`src/rtl/sysctl_pkg.sv`:
```
// Purpose: shared constants for the system control block
// Assumes: 32-bit apb data, one word per register
// Notes: all offsets are byte addresses
package sysctl_pkg;
   // ==========================================
   // register map
   localparam int ADDR_W = 8;
   localparam logic [7:0] OFS_OSC_CFG = 8'h00;
   localparam logic [7:0] OFS_GATE = 8'h04;
   localparam logic [7:0] OFS_RUN_EN = 8'h08;
   localparam logic [7:0] OFS_SLP_EN = 8'h0C;
   localparam logic [7:0] OFS_DSLP_EN = 8'h10;
   localparam logic [7:0] OFS_NMI = 8'h14;
   localparam logic [7:0] OFS_INT_STAT = 8'h18;
   localparam logic [7:0] OFS_INT_MASK = 8'h1C;
   localparam logic [7:0] OFS_OSC_STAT = 8'h20;
   // ==========================================
   // oscillator configuration fields
   localparam int OSC_CFG_W = 6;
   localparam int B_DETECT = 0;
   localparam int B_IRQ = 1;
   localparam int B_ABSENT = 2;
   localparam int B_PWR_OFF = 3;
   localparam int B_RANGE_HIGH = 4;
   localparam int B_SE_SRC = 5;
   localparam logic [5:0] OSC_CFG_RST = 6'h00;
   // ==========================================
   // nmi and interrupt status fields
   localparam int NMI_W = 6;
   localparam int B_NMI_OSC = 0;
   localparam int B_NMI_TAMPER = 1;
   localparam int B_NMI_WDA = 2;
   localparam int B_NMI_WDB = 3;
   localparam int B_NMI_PWR = 4;
   localparam int B_NMI_PIN = 5;
   localparam int INT_W = 2;
   localparam int B_INT_OSC = 0;
   localparam int B_INT_NMI = 1;
   // ==========================================
   // processor power modes
   localparam logic [1:0] MODE_RUN = 2'h0;
   localparam logic [1:0] MODE_SLEEP = 2'h1;
   localparam logic [1:0] MODE_DEEP = 2'h2;
   // ==========================================
   // timing
   localparam int CLK_PERIOD_PS = 4000;
   localparam int OSC_FAIL_NS = 1000;
   localparam int OSC_FAIL_CYCLES =
      (OSC_FAIL_NS * 1000 + CLK_PERIOD_PS - 1) / CLK_PERIOD_PS;
   localparam int RST_PULSE_NS = 64;
   localparam int RST_PULSE_CYCLES =
      (RST_PULSE_NS * 1000 + CLK_PERIOD_PS - 1) / CLK_PERIOD_PS;
endpackage

```
`src/rtl/gate_if.sv`:
```
// Purpose: carries gating settings to the clock gate decoder
// Assumes: one clock domain
// Notes: clk_en is combinational from the decoder
`timescale 1ns/1ps
interface gate_if #(parameter int N = 32);
   logic gate_en;
   logic [1:0] mode;
   logic [N-1:0] run_en;
   logic [N-1:0] slp_en;
   logic [N-1:0] dslp_en;
   logic [N-1:0] clk_en;
   modport ctrl(output gate_en, mode, run_en, slp_en, dslp_en,
      input clk_en);
   modport gate(input gate_en, mode, run_en, slp_en, dslp_en,
      output clk_en);
endinterface

```
`src/rtl/sysctl_top.sv`:
```
// Purpose: oscillator control, nmi status and sleep clock gating
// Assumes: apb slave with no wait states, all inputs synchronous
// Notes: event inputs are levels sampled every clock
`timescale 1ns/1ps

module sysctl_top
   import sysctl_pkg::*;
#(
   parameter int N = 32,
   parameter int OSC_TIMEOUT = OSC_FAIL_CYCLES
) (
   input wire logic clk,
   input wire logic rst_b,
   input wire logic psel,
   input wire logic penable,
   input wire logic pwrite,
   input wire logic [ADDR_W-1:0] paddr,
   input wire logic [31:0] pwdata,
   output logic [31:0] prdata,
   output logic pready,
   output logic pslverr,
   input wire logic osc_activity,
   input wire logic tamper_evt,
   input wire logic wdog_a_evt,
   input wire logic wdog_b_evt,
   input wire logic power_evt,
   input wire logic nmi_pin,
   input wire logic [1:0] cpu_mode,
   output logic osc_power_on,
   output logic osc_range_high,
   output logic osc_single_ended_src,
   output logic cpu_reset_req,
   output logic irq,
   output logic nmi_req,
   output logic [N-1:0] periph_clk_en
);
   typedef struct packed {
      logic [OSC_CFG_W-1:0] osc_cfg;
      logic gate_en;
      logic [N-1:0] run_en;
      logic [N-1:0] slp_en;
      logic [N-1:0] dslp_en;
      logic [NMI_W-1:0] nmi;
      logic [INT_W-1:0] int_stat;
      logic [INT_W-1:0] int_mask;
      logic [31:0] prdata;
      logic pready;
      logic pslverr;
      logic irq;
      logic nmi_req;
      logic pwr_on;
      logic [7:0] rst_cnt;
      logic rst_req;
      logic [N-1:0] clk_en;
   } state_t;
   state_t s_reg, s_next;

   logic fail_pulse;
   logic setup;
   logic access;
   logic wr;
   logic rd;
   logic [NMI_W-1:0] nmi_evt;

   gate_if #(.N(N)) g();

   // ==========================================
   // address decode, used for the error response
   function automatic logic is_mapped(input logic [ADDR_W-1:0] a);
      case (a)
         OFS_OSC_CFG, OFS_GATE, OFS_RUN_EN, OFS_SLP_EN,
         OFS_DSLP_EN, OFS_NMI, OFS_INT_STAT, OFS_INT_MASK,
         OFS_OSC_STAT: return 1'b1;
         default: return 1'b0;
      endcase
   endfunction

   function automatic logic [31:0] rd_mux(input state_t s,
      input logic [ADDR_W-1:0] a);
      logic [31:0] r;
      r = 32'h0000_0000;
      case (a)
         OFS_OSC_CFG: r[OSC_CFG_W-1:0] = s.osc_cfg;
         OFS_GATE: r[0] = s.gate_en;
         OFS_RUN_EN: r[N-1:0] = s.run_en;
         OFS_SLP_EN: r[N-1:0] = s.slp_en;
         OFS_DSLP_EN: r[N-1:0] = s.dslp_en;
         OFS_NMI: r[NMI_W-1:0] = s.nmi;
         OFS_INT_STAT: r[INT_W-1:0] = s.int_stat;
         OFS_INT_MASK: r[INT_W-1:0] = s.int_mask;
         OFS_OSC_STAT: r[1:0] = {s.rst_req, s.pwr_on};
         default: r = 32'h0000_0000;
      endcase
      return r;
   endfunction

   // ==========================================
   // oscillator loss detector, armed while detection is on and powered
   osc_monitor #(.TIMEOUT(OSC_TIMEOUT)) u_mon (
      .clk(clk),
      .rst_b(rst_b),
      .enable(s_reg.osc_cfg[B_DETECT] & s_reg.pwr_on),
      .osc_activity(osc_activity),
      .fail_pulse(fail_pulse)
   );

   // ==========================================
   // per-peripheral clock enable decoder
   assign g.gate_en = s_reg.gate_en;
   assign g.mode = cpu_mode;
   assign g.run_en = s_reg.run_en;
   assign g.slp_en = s_reg.slp_en;
   assign g.dslp_en = s_reg.dslp_en;

   periph_gate #(.N(N)) u_gate (
      .g(g)
   );

   // ==========================================
   // apb phase decode
   assign setup = psel & ~penable;
   assign access = psel & penable & s_reg.pready;
   assign wr = access & pwrite & ~s_reg.pslverr;
   assign rd = access & ~pwrite & ~s_reg.pslverr;
   assign nmi_evt = {nmi_pin, power_evt, wdog_b_evt, wdog_a_evt,
      tamper_evt, fail_pulse};

   // ==========================================
   // next state of the whole block
   always_comb begin
      s_next = s_reg;
      // bus answer: data captured at setup, ready in access
      s_next.pready = setup;
      s_next.pslverr = setup & ~is_mapped(paddr);
      s_next.prdata = (setup & ~pwrite) ? rd_mux(s_reg, paddr)
         : 32'h0000_0000;
      // software writes
      if (wr) begin
         case (paddr)
            OFS_OSC_CFG: begin
               s_next.osc_cfg = pwdata[OSC_CFG_W-1:0];
            end
            OFS_GATE: s_next.gate_en = pwdata[0];
            OFS_RUN_EN: s_next.run_en = pwdata[N-1:0];
            OFS_SLP_EN: s_next.slp_en = pwdata[N-1:0];
            OFS_DSLP_EN: s_next.dslp_en = pwdata[N-1:0];
            OFS_NMI: begin
               s_next.nmi = s_reg.nmi & ~pwdata[NMI_W-1:0];
            end
            OFS_INT_MASK: s_next.int_mask = pwdata[INT_W-1:0];
            default: s_next.int_mask = s_reg.int_mask;
         endcase
      end
      // read of status clears only the bits it returned
      if (rd && paddr == OFS_INT_STAT) begin
         s_next.int_stat = s_reg.int_stat & ~s_reg.prdata[INT_W-1:0];
      end
      // events set after clears so that set wins
      s_next.nmi = s_next.nmi | nmi_evt;
      if (|nmi_evt) begin
         s_next.int_stat[B_INT_NMI] = 1'b1;
      end
      if (fail_pulse && s_reg.osc_cfg[B_IRQ]) begin
         s_next.int_stat[B_INT_OSC] = 1'b1;
      end
      // processor reset pulse on failure without irq option
      if (fail_pulse && !s_reg.osc_cfg[B_IRQ]) begin
         s_next.rst_cnt = 8'(RST_PULSE_CYCLES);
      end else if (s_reg.rst_cnt != 8'h00) begin
         s_next.rst_cnt = s_reg.rst_cnt - 8'h01;
      end
      s_next.rst_req = s_next.rst_cnt != 8'h00;
      // oscillator power follows absent and power-off options
      s_next.pwr_on = ~(s_next.osc_cfg[B_ABSENT]
         | s_next.osc_cfg[B_PWR_OFF]);
      s_next.irq = |(s_next.int_stat & s_next.int_mask);
      s_next.nmi_req = |s_next.nmi;
      s_next.clk_en = g.clk_en;
   end

   // ==========================================
   // state register
   always_ff @(posedge clk or negedge rst_b) begin
      if (!rst_b) begin
         s_reg <= '0;
         s_reg.osc_cfg <= OSC_CFG_RST;
         s_reg.pwr_on <= 1'b1;
      end else begin
         s_reg <= s_next;
      end
   end

   // ==========================================
   // outputs, each from the state register
   assign prdata = s_reg.prdata;
   assign pready = s_reg.pready;
   assign pslverr = s_reg.pslverr;
   assign osc_power_on = s_reg.pwr_on;
   assign osc_range_high = s_reg.osc_cfg[B_RANGE_HIGH];
   assign osc_single_ended_src = s_reg.osc_cfg[B_SE_SRC];
   assign cpu_reset_req = s_reg.rst_req;
   assign irq = s_reg.irq;
   assign nmi_req = s_reg.nmi_req;
   assign periph_clk_en = s_reg.clk_en;
endmodule

```
`src/rtl/periph_gate.sv`:
```
// Purpose: per-peripheral clock enable from mode and settings
// Assumes: mode is one of the package mode codes
// Notes: a stopped peripheral keeps its state, clock only
`timescale 1ns/1ps
module periph_gate
   import sysctl_pkg::*;
#(
   parameter int N = 32
) (
   gate_if.gate g
);
   // ==========================================
   // decode one peripheral
   function automatic logic en_of(input logic [1:0] mode,
      input logic gate, input logic run, input logic slp,
      input logic dslp);
      logic r;
      r = run;
      if (gate) begin
         case (mode)
            MODE_SLEEP: r = run & slp;
            MODE_DEEP: r = run & dslp;
            default: r = run;
         endcase
      end
      return r;
   endfunction

   // ==========================================
   // one decoder per peripheral
   for (genvar i = 0; i < N; i++) begin : g_p
      assign g.clk_en[i] = en_of(g.mode, g.gate_en, g.run_en[i],
         g.slp_en[i], g.dslp_en[i]);
   end
endmodule

```
`src/rtl/osc_monitor.sv`:
```
// Purpose: flags a main oscillator that stops toggling
// Assumes: osc_activity toggles, already synchronous to clk
// Notes: one fail pulse per loss; rearms when activity returns
`timescale 1ns/1ps
module osc_monitor
   import sysctl_pkg::*;
#(
   parameter int TIMEOUT = OSC_FAIL_CYCLES
) (
   input wire logic clk,
   input wire logic rst_b,
   input wire logic enable,
   input wire logic osc_activity,
   output logic fail_pulse
);
   typedef struct packed {
      logic last;
      logic [15:0] cnt;
      logic failed;
      logic pulse;
   } mon_t;
   mon_t s_reg, s_next;

   // ==========================================
   // count cycles without an activity edge
   always_comb begin
      s_next = s_reg;
      s_next.last = osc_activity;
      s_next.pulse = 1'b0;
      if (!enable || osc_activity != s_reg.last) begin
         s_next.cnt = 16'h0000;
         s_next.failed = 1'b0;
      end else if (!s_reg.failed) begin
         if (s_reg.cnt == 16'(TIMEOUT - 1)) begin
            s_next.failed = 1'b1;
            s_next.pulse = 1'b1;
         end else begin
            s_next.cnt = s_reg.cnt + 16'h0001;
         end
      end
   end

   always_ff @(posedge clk or negedge rst_b) begin
      if (!rst_b) begin
         s_reg <= '0;
      end else begin
         s_reg <= s_next;
      end
   end

   assign fail_pulse = s_reg.pulse;
endmodule

```
`config.mk`:
```
export PLATFORM = sky130hd
export DESIGN_NAME = sysctl_top
export DESIGN_NICKNAME = d
export VERILOG_FILES = /design/src/rtl/sysctl_pkg.sv /design/src/rtl/gate_if.sv /design/src/rtl/sysctl_top.sv /design/src/rtl/periph_gate.sv /design/src/rtl/osc_monitor.sv
export SDC_FILE = /design/constraint.sdc
export NUM_CORES = 1
export LEC_CHECK = 0
export BUFFER_PORTS_ARGS = -buffer_cell sky130_fd_sc_hd__buf_4
export CAP_MARGIN = 20
export CORE_UTILIZATION = 55
export CTS_CLUSTER_DIAMETER = 200
export CTS_CLUSTER_SIZE = 8
export DETAILED_ROUTE_END_ITERATION = 12
export MAX_ROUTING_LAYER = met4
export PLACE_DENSITY = 0.8
export SYNTH_ARGS = -nofsm -noshare
export SYNTH_HDL_FRONTEND = slang
export SYNTH_SLANG_ARGS = --single-unit
```
`constraint.sdc`:
```
create_clock -name clk -period 3.7 [get_ports clk]
set_clock_uncertainty 0.2 [all_clocks]
set_input_delay 0.74 -clock clk [delete_from_list [all_inputs] [get_ports clk]]
set_output_delay 0.74 -clock clk [all_outputs]
set_load 0.05 [all_outputs]
```
**Yosys cells after proc, flatten, opt, wreduce, memory -nomap -nowiden**

Cells that the tools add are included.

- $add $sub $neg: 2
- Equal/unequal tests: 14
- Muxes and demuxes: 89
- Bitwise operators: 86
- Reduce and logical (&&, ||, !) cells: 19

Operators by type and width:

| cell | count |
|---|---|
| $mux W32 | 4 |
| $mux W107 | 1 |
| $pmux W26 S3 | 1 |
| $and A1 B1 Y1 | 74 |
| $pmux W1 S2 | 32 |
| $mux W1 | 37 |
| $eq A8 B5 Y1 const B | 4 |
| $pmux W4 S5 | 1 |
| $mux W18 | 1 |
| $mux W17 | 1 |
| $add A16 B1 Y16 const B | 1 |
| $eq A16 B8 Y1 const B | 1 |
| $eq A8 B4 Y1 const B | 2 |
| $mux W16 | 1 |
| $mux W8 | 2 |
| $reduce_bool A8 Y1 | 2 |
| $reduce_and A2 Y1 | 6 |
| $reduce_or A6 Y1 | 2 |
| $pmux W1 S9 | 1 |
| $reduce_or A9 Y1 | 1 |
| $eq A8 B3 Y1 const B | 1 |
| $eq A8 B6 Y1 const B | 1 |
| $logic_not A8 Y1 | 1 |
| $mux W2 | 4 |
| other kinds (20) | 28 |

- Bits in registers: 210
- Bits of input ports: 53
- Output and inout bits: 72
- Logic and storage cells: 232

**Depth between registers and ports, before layout**

- Depth in word-level cells: 9
- Gate-level depth with buffers: 6

**By module**

Synthesis repeated with hierarchy kept, for this count alone.

- Cells, all modules: 798
- Area, all modules: 9841.9 µm²

By module, submodules not included:

| module | instances | cells an instance | area each (µm²) | seq. area each (µm²) |
|---|---|---|---|---|
| sysctl_top | 1 | 627 | 8172.8 | 4780.8 |
| osc_monitor | 1 | 97 | 999.7 | 475.5 |
| periph_gate | 1 | 74 | 669.4 | 0.0 |

**Least setup slack after synthesis**

No wires, ideal clock.

- Path type: input to register
- Start point: input port paddr[5]
- End point: register s_reg (netlist bit g.run_en[10])
- Library setup time: 125 ps
- Arrival time: 2387 ps
- Required time: 3375 ps
- Slack: 988 ps
- Stages: 6
- Cells stage by stage: buf_2 > or4_4 > nor3_4 > nand3_2 > buf_6 > mux2_4

- Cells in the longest elaborated chain, start to end: 2

RTL lines:

| what | RTL line | text |
|---|---|---|
| from (decl) | sysctl_top.sv:17 | `input wire logic [ADDR_W-1:0] paddr,` |
| $eq A8 B4 Y1 | sysctl_top.sv:139 | `case (paddr)` |
| $reduce_and A2 Y1 (no line) | - |  |
| to (signal assigned) | sysctl_top.sv:189 | `s_reg <= s_next;` |
| to (decl) | sysctl_top.sv:56 | `state_t s_reg, s_next;` |

No other way between the ends.
A chain may end at the register's enable or synchronous reset.

**Final worst setup path**

- Start point: input port paddr[5]
- End point: register s_reg (netlist bit g.dslp_en[5])

- Cells in the longest elaborated chain, start to end: 2

RTL lines:

| what | RTL line |
|---|---|
| $eq A8 B5 Y1 | sysctl_top.sv:139 |
| $reduce_and A2 Y1 (no line) | - |

No other way between the ends.

==> results.cfg <==
[setup_path]
worst_r2r_path_depth = 4
worst-path-max-fanout = 16
r2r_setup_slack_ns = 1.39
r2r_start = pslverr
r2r_end = irq
cp_top_family = simple AND/OR/NAND/NOR gates
endpoint_kind = flop
cp_slowest_cell = or4b_1
max_stage_delay_ns = 0.76
critPathLaunch = paddr[5]
crit_path_frequent_cell = buf_4
crit_buf_inv = 2
critical_path_class = in -> reg
arrival_ns = 2.72
crit_required_ns = 3.91
critical_path.cell_chain = buf_4 -> or4b_1 -> nor2_4 -> nand3_2 -> buf_4 -> mux2_1
setup.worst_path.start_class = input port

[clock_tree]
clk_path_buf_depth = 3
tritoncts = yes
path_clk_slew_ns = 0.05
clock-sinks = 210
cts-root-buf = clkbuf_16
ctsResizeCount = 0
htree_levels = 1
clk_latency_ns = 0.53
cts_buffers = 30
post-cts-setup-buffers = 0
cts_hold_buf = 0

[power]
power_switching_mw = 1.23
switching_share_pct = 23.5
pwr-share-seq_pct = 46.1
vdd_drop_max_mv = 0.341
p_leak_nw = 5.41
power.density_nw_per_um2 = 463
clkPwrFrac_pct = 45.6
combPwrFrac_pct = 8.3
p_int_mw = 4.00

[sta]
finalMaxSlewViolations = 0
fin_tns_setup_ns = 0
fin_crit_sh_pct = 67.9
worst_pin_slew_ns = 0.806
fin_hold_ws_ns = 0.0837
rsz0062_at_grt = no
post-route-min-period_ns = 2.51
slew_headroom_pct = 45.8
finalSetupViolCount = 0
fin_ws_ns = 1.19
fmax_ghz = 0.398
hold_viol_final = 0

[place]
gp_congestion = 0.897
hpwlAfterDp_um = 14200
place_inst = 1035
port-buffer-count = 124
pre_cts_slack_ns = 0.679

[finish]
n_antenna_cell = 0
drive_above_1_share_pct = 35.8
num-fill-cells = 1301
syn_to_final_growth_pct = 16.1
fin_cells = 1078
nNetsFinal = 901
seq_area_sq_um = 5260
multiInputGateArea_sq_um = 3800

[die]
core_sq_um = 17300
boundaryPins = 125
dieArea_sq_um = 18200
die_h_um = 135
die_w_um = 135
start_util_pct = 56.3
rows = 48

[synthesis]
synth_top_area_cell = dfrtp_1
seq_area_frac_synth_pct = 54.0
synth_nets = 828
synth_seq_cells = 210
syn_area_sq_um = 9730
async_reset_ff_share_pct = 100
yosys_warnings = 0
syn_area_per_cell_sq_um = 12.6
synth_cell_types = 67
ys_top_cells_by_area = dfrtp_1 (54%), mux2_2 (9.4%), buf_4 (4.9%), mux2_4 (4.6%), mux2i_1 (4.3%)
synth-edff-count = 0
netlist.area_leader.share_pct = 53.7
synth-main-ff-cell = dfrtp_1
syn_inst = 770
synth_most_common_cell = dfrtp_1
synth_common_cells = dfrtp_1 (209), mux2_2 (81), buf_4 (64)

[drt]
drc = 0
routed_via_density = 5.94
wl_um = 21900
vias = 6403
post_drt_wl_per_cell_um = 20.3
dr.pass1.iters = 5
antenna_left = 0
drtIter0Drc = 489

[global_route]
grt_pass1_wl_um = 34700
antenna_found_initial = 0
first_global_vias = 6530
grt_start_max_net_pins = 98
grt_use_total_pct = 25.3
overflow = 0

[min_path]
hold_class = in -> async

[flow_run]
cap_violations = 0

[outcome]
status = completed
==> cells in the final DEF (no fill, tap or decap), drive strengths merged, types with 11 or more instances in the layout <==
cell type,count
nand2,16
mux2i,42
mux2,112
nor3,16
nand4,11
a222oi,26
clkbuf,41
a21boi,32
dfrtp,209
buf,143
nor2,62
nand3,15
==> power by group through the flow <==
stage                     Sequential [mW]  Combinational [mW]  Clock [mW]
after detailed placement             2.45               0.437           0
after CTS                            2.41               0.438        2.42
after global placement               2.44               0.428           0
final                                2.41               0.435        2.38
after global routing                 2.42               0.484        2.51
after floorplan                      2.44               0.256           0
==> per-stage QoR <==
step | power, mW | utilization [%] | cell area (sq um)
CTS | 5.27 | 65.3 | 11300
finish | 5.23 | 65.3 | 11300
global placement | 2.87 | 60.6 | 10500
floorplan | 2.70 | - | 9730
detailed placement | 2.88 | 60.6 | 10500
global route | 5.42 | 65.3 | 11300
==> cell type report <==
cell class | count | share of cell area (%)
multi-input combinational | 448 | 33.6
sequential | 210 | 46.5
clock buffer | 40 | 6.98
timing repair buffer | 144 | 9.83
clock inverter | 2 | 0.222
inverter | 9 | 0.299
tap | 225 | 2.49
==> cell families after synthesis <==
kind of cell	Yosys count	share of synthesized area, %
flip-flops	210	54.0
AND/OR/NAND/NOR	177	9.91
multiplexers	156	18.9
buffers and inverters	112	7.15
AO/OA/AOI/OAI	96	8.11
XOR/XNOR	14	1.26
adder cells (fa/ha/maj)	5	0.643
==> per-layer routing <==
layer / global-route usage, % / vias up / wire length, um
li1: - / 2877 / -
met1: 32.0 / 3237 / 9110
met2: 42.0 / 239 / 10900
met3: 3.38 / 50 / 1270
met4: 8.43 / 0 / 579
met5: - / - / 0
==> worst max-delay path by stage <==
stage                     slack [ns]  cells after the start           end
final                           1.19                      6  g.dslp_en[5]
after global routing            1.12                      6  g.dslp_en[5]
after CTS                       1.21                      6  g.dslp_en[5]
after detailed placement        0.68                      6  g.dslp_en[5]
after global placement          0.72                      6  g.dslp_en[5]
after floorplan                 0.99                      6  g.run_en[10]
(Power assumes the default switching activity.)
